==> src/ssc_defines.svh <==
`ifndef SSC_DEFINES_SVH
`define SSC_DEFINES_SVH

// ----------------------------------------------------------------
// Register indices (byte address = 4 * index)
// ----------------------------------------------------------------
`define SSC_IDX_CTRL 6'h20
`define SSC_IDX_STAT 6'h21
`define SSC_IDX_RXB 6'h22
`define SSC_IDX_TXB 6'h23
`define SSC_IDX_CFG 6'h24

// ----------------------------------------------------------------
// Control register fields and reset value
// ----------------------------------------------------------------
`define SSC_CTRL_RUN 7
`define SSC_CTRL_ABORT 6
`define SSC_CTRL_MODE_HI 5
`define SSC_CTRL_MODE_LO 4
`define SSC_CTRL_DIR 3
`define SSC_CTRL_SCK_HI 2
`define SSC_CTRL_SCK_LO 0
`define SSC_CTRL_RST 8'h00

// ----------------------------------------------------------------
// Status register fields and reset value
// ----------------------------------------------------------------
`define SSC_STAT_TXERR 3
`define SSC_STAT_RXERR 2
`define SSC_STAT_RST 8'h20

// ----------------------------------------------------------------
// Configuration register fields
// ----------------------------------------------------------------
`define SSC_CFG_DIVSRC 0
`define SSC_CFG_SLOW 1

// ----------------------------------------------------------------
// Serial clock codes and divider exponents (period = 2^exp)
// ----------------------------------------------------------------
`define SSC_SCK_EXT 3'h7
`define SSC_SCK_FS 3'h0
`define SSC_EXP_C0 12
`define SSC_EXP_C1 8
`define SSC_EXP_C2 7
`define SSC_EXP_C3 6
`define SSC_EXP_C4 5
`define SSC_EXP_C5 4
`define SSC_EXP_C6 3
`define SSC_FS_HALF 4'h8
`define SSC_BITS_LAST 3'h7

`endif

==> src/ssc_pkg.sv <==
`default_nettype none

package ssc_pkg;

	// Transfer mode field, codes 00, 01, 10, 11 in order
	typedef enum logic [1:0] {SSC_MODE_TX, SSC_MODE_RX, SSC_MODE_TRX, SSC_MODE_RSV} ssc_mode_t;

	// Shift engine states
	typedef enum logic [1:0] {SSC_ST_IDLE, SSC_ST_GAP, SSC_ST_SHIFT} ssc_state_t;

	// Rate generator state
	typedef struct packed {
		logic [10:0] cnt;
		logic tick;
	} ssc_gen_t;

	// Whole state of the top module
	typedef struct packed {
		logic run;
		logic abort;
		ssc_mode_t mode;
		logic lsb_first;
		logic [2:0] sck_sel;
		logic div_src;
		logic slow;
		ssc_state_t st;
		logic [2:0] cnt;
		logic [7:0] sh;
		logic [7:0] rxbuf;
		logic [7:0] txbuf;
		logic txf;
		logic rxf;
		logic txerr;
		logic rxerr;
		logic sck;
		logic so;
		logic sck_in_d;
		logic ack;
		logic [31:0] rdata;
	} ssc_top_t;

endpackage : ssc_pkg

`default_nettype wire

==> src/ssc_clkgen.sv <==
`include "ssc_defines.svh"
`default_nettype none

// Internal serial clock rate generator: one tick per half period
module ssc_clkgen
	import ssc_pkg::*;
#(
	parameter int CNT_W = 11
)
(
	input wire logic ref_clk,
	input wire logic rst,
	input wire logic run,
	input wire logic [2:0] sel,
	input wire logic div_src,
	input wire logic slow,
	input wire logic fs_tick,
	output logic tick
);

	ssc_gen_t g_r;
	ssc_gen_t g_nxt;
	logic fs_mode;
	logic valid;

	// ------------------------------------------------------------
	// Half-period terminal count for a code
	// ------------------------------------------------------------
	function automatic logic [CNT_W-1:0] half_term(input logic [2:0] code);
		int e;
		case (code)
			3'h0: e = `SSC_EXP_C0;
			3'h1: e = `SSC_EXP_C1;
			3'h2: e = `SSC_EXP_C2;
			3'h3: e = `SSC_EXP_C3;
			3'h4: e = `SSC_EXP_C4;
			3'h5: e = `SSC_EXP_C5;
			default: e = `SSC_EXP_C6;
		endcase
		half_term = CNT_W'((32'h1 << (e - 1)) - 32'h1);
	endfunction : half_term

	// ------------------------------------------------------------
	// Divider
	// ------------------------------------------------------------
	// Code 000 runs from the slow clock when selected or in slow mode
	assign fs_mode = (sel == `SSC_SCK_FS) && (div_src || slow);
	assign valid = (sel != `SSC_SCK_EXT) && !(slow && sel != `SSC_SCK_FS);

	// Counter restarts on every start so the first half period is full
	always_comb
	begin
		g_nxt = g_r;
		g_nxt.tick = 1'b0;
		if (!run || !valid)
		begin
			g_nxt.cnt = '0;
		end
		else if (fs_mode)
		begin
			if (fs_tick)
			begin
				if (g_r.cnt == CNT_W'(`SSC_FS_HALF - 4'h1))
				begin
					g_nxt.cnt = '0;
					g_nxt.tick = 1'b1;
				end
				else
				begin
					g_nxt.cnt = g_r.cnt + CNT_W'(1);
				end
			end
		end
		else if (g_r.cnt == half_term(sel))
		begin
			g_nxt.cnt = '0;
			g_nxt.tick = 1'b1;
		end
		else
		begin
			g_nxt.cnt = g_r.cnt + CNT_W'(1);
		end
	end

	always_ff @(posedge ref_clk)
	begin
		if (rst)
			g_r <= '0;
		else
			g_r <= g_nxt;
	end

	assign tick = g_r.tick;

endmodule : ssc_clkgen

`default_nettype wire

==> src/ssc_top.sv <==
`include "ssc_defines.svh"
`default_nettype none

module ssc_top
	import ssc_pkg::*;
(
	input wire logic ref_clk,
	input wire logic rst,
	input wire logic [7:0] address,
	input wire logic read,
	input wire logic write,
	input wire logic [3:0] byteenable,
	input wire logic [31:0] writedata,
	output logic [31:0] readdata,
	output logic waitrequest,
	input wire logic fs_tick,
	input wire logic serial_in_pin,
	output logic serial_out_pin,
	input wire logic serial_clock_pin_in,
	output logic serial_clock_pin_out,
	output logic serial_clock_pin_oe_n,
	output logic transfer_active
);

	ssc_top_t s_r;
	ssc_top_t s_nxt;
	logic gen_tick;
	logic [5:0] idx;
	logic acc;
	logic wr;
	logic rd;
	logic ext;
	logic fall;
	logic rise;
	logic tx_en;
	logic rx_en;
	logic ready;
	logic [7:0] ld;
	logic [7:0] nsh;

	// ------------------------------------------------------------
	// Helpers
	// ------------------------------------------------------------
	// bit presented on the output pin
	function automatic logic out_bit(input logic [7:0] v, input logic lsb);
		out_bit = lsb ? v[0] : v[7];
	endfunction : out_bit

	// shift one received bit into the byte
	function automatic logic [7:0] shift_in(input logic [7:0] v, input logic lsb,
		input logic b);
		shift_in = lsb ? {b, v[7:1]} : {v[6:0], b};
	endfunction : shift_in

	// ------------------------------------------------------------
	// Rate generator
	// ------------------------------------------------------------
	ssc_clkgen #(
		.CNT_W(11)
	) u_gen (
		.ref_clk(ref_clk),
		.rst(rst),
		.run(s_r.st != SSC_ST_IDLE),
		.sel(s_r.sck_sel),
		.div_src(s_r.div_src),
		.slow(s_r.slow),
		.fs_tick(fs_tick),
		.tick(gen_tick)
	);

	// ------------------------------------------------------------
	// Decode
	// ------------------------------------------------------------
	// One wait state: the request is taken on its second edge
	assign acc = (read || write) && s_r.ack;
	assign wr = write && acc && byteenable[0];
	assign rd = read && acc;
	assign idx = address[7:2];
	assign ext = (s_r.sck_sel == `SSC_SCK_EXT);
	// mode decode; reserved code moves no data
	assign tx_en = (s_r.mode == SSC_MODE_TX) || (s_r.mode == SSC_MODE_TRX);
	assign rx_en = (s_r.mode == SSC_MODE_RX) || (s_r.mode == SSC_MODE_TRX);
	// Auto-wait: internal clock holds until buffers can follow
	assign ready = (!tx_en || !s_r.txf) && (!rx_en || !s_r.rxf);
	// edges come from the pin when external, else from ticks
	assign fall = ext ? (s_r.sck_in_d && !serial_clock_pin_in) : (gen_tick && s_r.sck);
	assign rise = ext ? (!s_r.sck_in_d && serial_clock_pin_in) : (gen_tick && !s_r.sck);
	// Byte to shift out: fresh buffer when present, else the shift register as it stands (underrun)
	assign ld = (tx_en && !s_r.txf) ? s_r.txbuf : s_r.sh;
	assign nsh = shift_in(s_r.sh, s_r.lsb_first, serial_in_pin);

	// ------------------------------------------------------------
	// Next state
	// ------------------------------------------------------------
	// Bus effects go first so hardware sets below win over clears
	always_comb
	begin
		s_nxt = s_r;
		s_nxt.abort = 1'b0;
		s_nxt.ack = (read || write) && !s_r.ack;
		s_nxt.sck_in_d = serial_clock_pin_in;

		// Read data is captured in the wait cycle and held
		if (read && !s_r.ack)
		begin
			case (idx)
				`SSC_IDX_CTRL:
					s_nxt.rdata = {24'h000000, s_r.run, s_r.abort, s_r.mode,
						s_r.lsb_first, s_r.sck_sel};
				`SSC_IDX_STAT:
					s_nxt.rdata = {24'h000000, s_r.st != SSC_ST_IDLE,
						s_r.cnt != 3'h0, s_r.txf, s_r.rxf, s_r.txerr, s_r.rxerr, 2'h0};
				`SSC_IDX_RXB:
					s_nxt.rdata = {24'h000000, s_r.rxbuf};
				`SSC_IDX_CFG:
					s_nxt.rdata = {30'h00000000, s_r.slow, s_r.div_src};
				default:
					s_nxt.rdata = 32'h00000000;
			endcase
		end

		// Register writes
		if (wr)
		begin
			case (idx)
				`SSC_IDX_CTRL:
				begin
					s_nxt.run = writedata[`SSC_CTRL_RUN];
					// setup fields trusted to change only while idle
					s_nxt.mode = ssc_mode_t'(writedata[`SSC_CTRL_MODE_HI:`SSC_CTRL_MODE_LO]);
					s_nxt.lsb_first = writedata[`SSC_CTRL_DIR];
					s_nxt.sck_sel = writedata[`SSC_CTRL_SCK_HI:`SSC_CTRL_SCK_LO];
				end
				`SSC_IDX_STAT:
				begin
					// Error flags clear on 0, writing 1 is ignored
					if (!writedata[`SSC_STAT_TXERR])
						s_nxt.txerr = 1'b0;
					if (!writedata[`SSC_STAT_RXERR])
						s_nxt.rxerr = 1'b0;
				end
				`SSC_IDX_TXB:
				begin
					// Write lost when the buffer is still full
					if (s_r.txf)
					begin
						s_nxt.txbuf = writedata[7:0];
						s_nxt.txf = 1'b0;
					end
				end
				`SSC_IDX_CFG:
				begin
					s_nxt.div_src = writedata[`SSC_CFG_DIVSRC];
					s_nxt.slow = writedata[`SSC_CFG_SLOW];
				end
				default:
					s_nxt.run = s_r.run;
			endcase
		end

		// Reading the receive buffer frees it
		if (rd && idx == `SSC_IDX_RXB)
			s_nxt.rxf = 1'b0;

		// Shift engine
		case (s_r.st)
			SSC_ST_IDLE:
			begin
				s_nxt.sck = 1'b1;
				s_nxt.cnt = 3'h0;
				if (s_r.run)
					s_nxt.st = SSC_ST_GAP;
			end
			SSC_ST_GAP:
			begin
				// stop between bytes when run is low
				if (!s_r.run)
					s_nxt.st = SSC_ST_IDLE;
				else if (fall && (ext || ready))
				begin
					if (tx_en)
					begin
						if (s_r.txf)
							s_nxt.txerr = 1'b1;
						s_nxt.txf = 1'b1;
					end
					s_nxt.sh = ld;
					s_nxt.so = tx_en ? out_bit(ld, s_r.lsb_first) : 1'b1;
					s_nxt.sck = 1'b0;
					s_nxt.st = SSC_ST_SHIFT;
				end
			end
			SSC_ST_SHIFT:
			begin
				// Leading edge drives the next bit
				if (fall)
				begin
					s_nxt.so = tx_en ? out_bit(s_r.sh, s_r.lsb_first) : 1'b1;
					s_nxt.sck = 1'b0;
				end
				// Trailing edge samples the input
				if (rise)
				begin
					s_nxt.sck = 1'b1;
					s_nxt.sh = nsh;
					s_nxt.cnt = s_r.cnt + 3'h1;
					if (s_r.cnt == `SSC_BITS_LAST)
					begin
						// Byte complete; overrun keeps the old buffer
						if (rx_en)
						begin
							if (s_r.rxf && !(rd && idx == `SSC_IDX_RXB)) // read now frees it
								s_nxt.rxerr = 1'b1;
							else
							begin
								s_nxt.rxbuf = nsh;
								s_nxt.rxf = 1'b1;
							end
						end
						s_nxt.cnt = 3'h0;
						s_nxt.st = SSC_ST_GAP;
					end
				end
			end
			default:
				s_nxt.st = SSC_ST_IDLE;
		endcase

		// forced abort wins over everything this cycle
		if (wr && idx == `SSC_IDX_CTRL && writedata[`SSC_CTRL_ABORT])
		begin
			s_nxt.abort = 1'b1;
			s_nxt.st = SSC_ST_IDLE;
			s_nxt.cnt = 3'h0;
			s_nxt.sh = 8'h00;
			s_nxt.sck = 1'b1;
			s_nxt.so = 1'b1;
			s_nxt.run = 1'b0;
			s_nxt.txf = 1'b1;
			s_nxt.rxf = 1'b0;
			s_nxt.txerr = 1'b0;
			s_nxt.rxerr = 1'b0;
			s_nxt.rxbuf = 8'h00;
			s_nxt.txbuf = 8'h00;
		end
	end

	// ------------------------------------------------------------
	// State register
	// ------------------------------------------------------------
	// Status reset leaves the transmit buffer marked empty
	always_ff @(posedge ref_clk)
	begin
		if (rst)
		begin
			s_r <= '0;
			s_r.txf <= 1'b1;
			s_r.sck <= 1'b1;
			s_r.so <= 1'b1;
			s_r.sck_in_d <= 1'b1;
		end
		else
		begin
			s_r <= s_nxt;
		end
	end

	// ------------------------------------------------------------
	// Outputs
	// ------------------------------------------------------------
	// pins assume the shared port latches are already high
	assign waitrequest = (read || write) && !s_r.ack;
	assign readdata = s_r.rdata;
	assign serial_out_pin = s_r.so;
	assign serial_clock_pin_out = s_r.sck;
	// release the clock pin when the far side drives it
	assign serial_clock_pin_oe_n = ext;
	assign transfer_active = (s_r.st != SSC_ST_IDLE);

endmodule : ssc_top

`default_nettype wire

==> config.mk <==
export PLATFORM = sky130hd
export DESIGN_NAME = ssc_top
export DESIGN_NICKNAME = d
export VERILOG_FILES = /design/src/ssc_pkg.sv /design/src/ssc_clkgen.sv /design/src/ssc_top.sv
export VERILOG_INCLUDE_DIRS = /design/src /design/src/src
export SDC_FILE = /design/constraint.sdc
export NUM_CORES = 1
export LEC_CHECK = 0
export ABC_AREA = 0
export BUFFER_PORTS_ARGS = -buffer_cell sky130_fd_sc_hd__buf_2
export CORE_ASPECT_RATIO = 2
export CORE_UTILIZATION = 50
export CTS_BUF_LIST = sky130_fd_sc_hd__clkbuf_4 sky130_fd_sc_hd__clkbuf_8 sky130_fd_sc_hd__clkbuf_16
export DETAILED_ROUTE_END_ITERATION = 16
export PLACE_DENSITY = 0.74
export SLEW_MARGIN = 20
export SYNTH_ARGS = -nofsm -noshare
export SYNTH_HDL_FRONTEND = slang
export SYNTH_SLANG_ARGS = --single-unit
==> constraint.sdc <==
create_clock -name ref_clk -period 4.5 [get_ports ref_clk]
set_input_delay 0.45 -clock ref_clk [delete_from_list [all_inputs] [get_ports ref_clk]]
set_output_delay 0.45 -clock ref_clk [all_outputs]
set_load 0.01 [all_outputs]
Yosys cells after proc, flatten, opt, wreduce, memory -nomap -nowiden:

Index checks and enable logic that the tools add are counted.

* multiplexer cells: 63
* bitwise operators: 1
* eq/ne operators: 29
* $add $sub $neg: 4
* shift-type cells: 1
* reductions and logical operators: 61

Operators with widths (count)
* 32-bit 2-to-1 mux: 2
* 8-bit 2-to-1 mux: 7
* 1-bit 2-to-1 mux: 32
* 8-bit case mux with 4 select lines: 1
* 1-bit by 32-bit left shift with 11-bit output, first input constant: 1
* 32-bit by 2-bit subtractor with 32-bit output, second input constant: 1
* 6-bit == test, second input constant: 5
* 12-bit 2-to-1 mux: 2
* 4-bit case mux with 6 select lines: 1
* 11-bit 2-to-1 mux: 2
* 21-bit 2-to-1 mux: 1
* 1-bit logical AND: 20
* 2-bit 2-to-1 mux: 9
* 2-bit inequality test, second input constant: 8
* 8-bit case mux with 2 select lines: 1
* 4-bit AND reduction: 4
* 3-bit == test, second input constant: 4
* 1-bit logical NOT: 12
* 11-bit by 1-bit adder with 11-bit output, second input constant: 1
* 11-bit == test: 1
* 11-bit by 3-bit == test with 1-bit output, second input constant: 1
* 11-bit by 1-bit subtractor with 11-bit output, second input constant: 1
* 5-bit AND reduction: 2
* 3-bit inequality test, second input constant: 3
* other kinds (19): 37

* register bits: 91

Depth between registers and ports, before layout:

* word-level depth: 13
* mapped depth: 18
* depth with buffers taken out: 14

Modules after synthesis:

Synthesis repeated with hierarchy kept, for this count alone.

* cell total of the unflattened synthesis: 536
* area, all modules: 4379.2 um^2

By module, submodules not included
* ssc_top: area each 3128.0 um^2, instances 1, cells an instance 368
* ssc_clkgen: area each 1251.2 um^2, instances 1, cells an instance 168

Worst setup path after synthesis:

Ideal clock, no wire load.

* path kind: register to register
* start: register s_r[73] (netlist name)
* end: register u_gen.g_r[3] (netlist name)
* required time: 4.371 ns
* arrival time: 3.690 ns
* setup slack: 0.681 ns
* path buffers: 4
* stages on the path, launching flop included: 19
* cell sequence: dfxtp_1 buf_4 buf_2 nor2b_1 a21oi_1 ha_1 and3b_1 nor3_1 nand3b_1 ha_1 clkbuf_1 nor2_1 mux2_2 a22oi_2 xnor2_1 or4_1 buf_6 o21ai_4 o32ai_1

* word-level cells in the longest chain between the ends: 10
* elaborated cells between the ends (all ways): 25

Ends and longest elaborated chain
* from (decl): line ssc_top.sv:25 `ssc_top_t s_r;`
* from (signal assigned): line ssc_top.sv:264 `s_r <= s_nxt;`
* 3-bit == test (tied with other cells): line ssc_clkgen.sv:31 `case (code)`
* 4-bit case mux with 6 select lines: line ssc_clkgen.sv:31
* 32-bit 2-to-1 mux: line ssc_clkgen.sv:59 `else if (fs_mode)`
* 32-bit 2-to-1 mux: line ssc_clkgen.sv:55 `if (!run || !valid)`
* 32-bit by 2-bit subtractor with 32-bit output: line ssc_clkgen.sv:40 `half_term = CNT_W'((32'h1 << (e - 1)) - 32'h1);`
* 1-bit by 32-bit left shift with 11-bit output: line ssc_clkgen.sv:40
* 11-bit by 1-bit subtractor with 11-bit output: line ssc_clkgen.sv:40
* 11-bit == test: line ssc_clkgen.sv:74 `else if (g_r.cnt == half_term(sel))`
* 11-bit 2-to-1 mux: line ssc_clkgen.sv:74
* 12-bit 2-to-1 mux: line ssc_clkgen.sv:59
* to (signal assigned): line ssc_clkgen.sv:90 `g_r <= g_nxt;`
* to (decl): line ssc_clkgen.sv:21 `ssc_gen_t g_r;`

Several ways; a longest one is shown, not always the timed one. The select of a mux whose other input is x is not followed.
A chain may end at the register's enable or synchronous reset.

Worst setup path after layout:

* start: register s_r[73] (netlist name)
* end: register u_gen.g_r[9] (netlist name)

Same word-level chain as after synthesis.

==> impl_metrics.py <==
metrics = {
    "run_status": {
        "status": "finished, final reports clean",
    },
    "power": {
        "peakVddDrop_mv": 0.263,
        "p_leak_uw": 0.00173,
        "power.density_nw_per_um2": 290,
    },
    "cells_and_area": {
        "drive_gt1_frac": 0.130,
        "layout.nets": 608,
        "final_util": 0.565,
        "area_delta_synth_final_pct": 8.12,
        "n_antenna_cell": 0,
    },
    "detailed_routing": {
        "met3_length_um": 283,
        "drt_iter0_drc": 212,
        "wl_per_cell_um": 16.3,
        "drt-pass1-iter-count": 5,
        "ant_nets": 0,
        "viasPerCell": 5.81,
        "routed_wl_um": 10600,
        "route.met2.wl_um": 6050,
        "drc_errors": 0,
        "top_layer": "met4",
        "vias": 3764,
        "drt-met1-wl_um": 3760,
    },
    "synth": {
        "yosysTopAreaCell": "dfxtp_1",
        "seq_area_frac_synth": 0.321,
        "synth_top_area_share": 0.321,
        "synth_edf_count": 0,
        "synthArstFlopShare": 0,
        "synth_area_um2": 4180,
        "syn_avg_cell_area_um2": 7.82,
        "ys_seq_elements": 67,
        "synth_flop_cell": "dfxtp_1",
        "synthCells": 534,
        "ys_warn_count": 0,
        "ys_types": 56,
        "synth_area_leaders": "dfxtp_1 (32%), buf_4 (6.5%), nand2_1 (5.7%)",
    },
    "sta": {
        "period_needed_ps": 4020,
        "slew_headroom": 0.393,
        "rsz0062_at_grt": "false",
        "max_freq_mhz": 249,
        "worst_pin_slew_ps": 903,
        "setup_viol_count_final": 0,
        "maxSlewViolCount": 0,
        "fin_tns_setup_ps": 0,
        "post-route-period-util": 0.893,
        "finalHoldViolCount": 0,
        "skew_ps": 6.09,
    },
    "floorplan": {
        "core_um2": 8000,
        "die_area_um2": 8750,
        "die_height_um": 131,
        "rows": 46,
        "die_w_um": 66.6,
        "ios": 88,
        "start_util": 0.522,
    },
    "worst_setup_path": {
        "end_kind": "flop",
        "path_class": "reg2reg",
        "slowest_delay_ps": 530,
        "crit_path_start_kind": "flop",
        "slowest_stage": "or4_4",
        "required_ps": 4700,
        "reg2reg_depth": 14,
        "arrival_ps": 4220,
        "crit_fanout": 13,
        "cpMostUsedCell": "ha_1",
        "worstPathCellList": "nand2b_1 > a21oi_1 > ha_1 > nor4bb_1 > nor3_1 > nand3b_1 > ha_1 > buf_4 > xor2_1 > xnor2_1 > o2111ai_1 > or4_4 > o21ai_4 > o32ai_1",
    },
    "global_routing": {
        "grt_max_degree": 29,
        "grt_pass1_wl_um": 16700,
        "grt_pass1_vias": 3577,
        "antenna_found_initial": 0,
        "grt_overflow": 0,
        "grt_usage": 0.251,
    },
    "hold_path": {
        "min_path_type": "in2reg",
        "holdPathStages": 3,
    },
    "clocking": {
        "path_clk_slew_ps": 50,
        "cts_tree": "yes",
        "hold_buffers": 0,
        "cts_made_buffers": 9,
        "clkSinkCount": 67,
        "clock_tree.root_cell": "clkbuf_16",
        "cts_resized": 0,
        "clock_latency_ps": 330,
        "h-tree-depth": 3,
        "clockBufferDepth": 2,
        "post_cts_buffers": 0,
    },
    "run": {
        "max-cap-violations": 0,
    },
    "place": {
        "dpl.hpwl_um": 8170,
        "place.gp.congestion": 0.904,
        "io_buffers": 34,
    },
}
state kept, by name, indices dropped and copies added, names as in the netlist:
register and cells:
readdata 8, s_r 45, serial_clock_pin_out 1, serial_out_pin 1, u_gen.g_r 11, u_gen.tick 1
cell type report:
cell class                      instances  area [um2]
Clock buffer                           13         274
Clock inverter                          2        10.0
Fill cell                             783        3480
Inverter                               17        63.8
Multi-Input combinational cell        410        2470
Sequential cell                        67        1340
Tap cell                               96         120
Timing Repair Buffer                   43         238
layer usage:
layer	vias to the layer above	GRT usage
met5	-	0
met4	0	0.128
met3	26	0.0495
met2	81	0.480
met1	1801	0.231
li1	1856	-
logic make-up after synthesis:
logic type      Yosys count  share of synthesized area
flops                    67                      0.321
fa+ha+maj                 9                     0.0270
buf+inv                  80                      0.109
xor+xnor                 19                     0.0398
simple gates            208                      0.240
other cells               1                   0.000898
compound gates          127                      0.207
mux                      23                     0.0557
worst max-delay path, delay by kind of cell (launching register included):
| family | cells | cell delay [ps] |
|---|---|---|
| AND/OR/NAND/NOR | 5 | 1550 |
| AO/OA/AOI/OAI | 4 | 800 |
| adder cells (fa/ha/maj) | 2 | 650 |
| flip-flops | 1 | 410 |
| XOR/XNOR | 2 | 330 |
| buffers and inverters | 1 | 150 |
per-stage QoR:
stage | area, um2 | hold slack, ps | setup WS (ps) | power, uW | cells
after floorplan | 4260 | 449 | 681 | 654 | 557
after global placement | 4230 | 470 | 465 | 658 | 633
after detailed placement | 4230 | 482 | 327 | 658 | 633
after CTS | 4510 | 361 | 318 | 1320 | 648
after global routing | 4520 | 377 | 166 | 1350 | 648
final | 4520 | 371 | 481 | 1310 | 648
placed cells by master, fill, tap and decap left out, types with 10 or more instances in the layout:
cell type / n
nand3_1: 16
conb_1: 24
dfxtp_1: 67
xnor2_1: 14
inv_1: 16
o21ai_0: 21
a21oi_1: 31
a22oi_1: 10
nor3_1: 13
mux2i_1: 21
nor2_1: 58
buf_2: 34
a211oi_1: 26
nand2_1: 63
power by group:
group	switching, uW	total [uW]	internal (uW)
combinational	35.3	49.6	14.4
sequential	1.60	597	595
clock	245	663	419
total	282	1310	1030
final timing paths:
path | start | end | slack [ps]
hold reg to reg | s_r[66]$_SDFFE_PP0P_ | s_r[66]$_SDFFE_PP0P_ | 490
hold / removal | writedata[7] | s_r[78]$_SDFFE_PP0P_ | 370
setup / recovery | s_r[73]$_SDFFE_PP0P_ | u_gen.g_r[9]$_SDFFE_PP0P_ | 480
setup reg to reg | s_r[73]$_SDFFE_PP0P_ | u_gen.g_r[9]$_SDFFE_PP0P_ | 480
Yosys cell counts, types with 6 or more instances:
library cell / n
dfxtp_1: 67
nor3_1: 13
o21ai_0: 21
nand3_1: 16
nand2b_1: 9
and3_1: 8
nor2b_1: 9
nor2_1: 58
ha_1: 9
clkbuf_1: 20
a21oi_1: 31
and2_1: 6
a211oi_1: 26
nand2_1: 63
buf_4: 36
a22oi_1: 10
mux2i_1: 21
inv_1: 16
xnor2_1: 14
(Power assumes the default switching activity.)
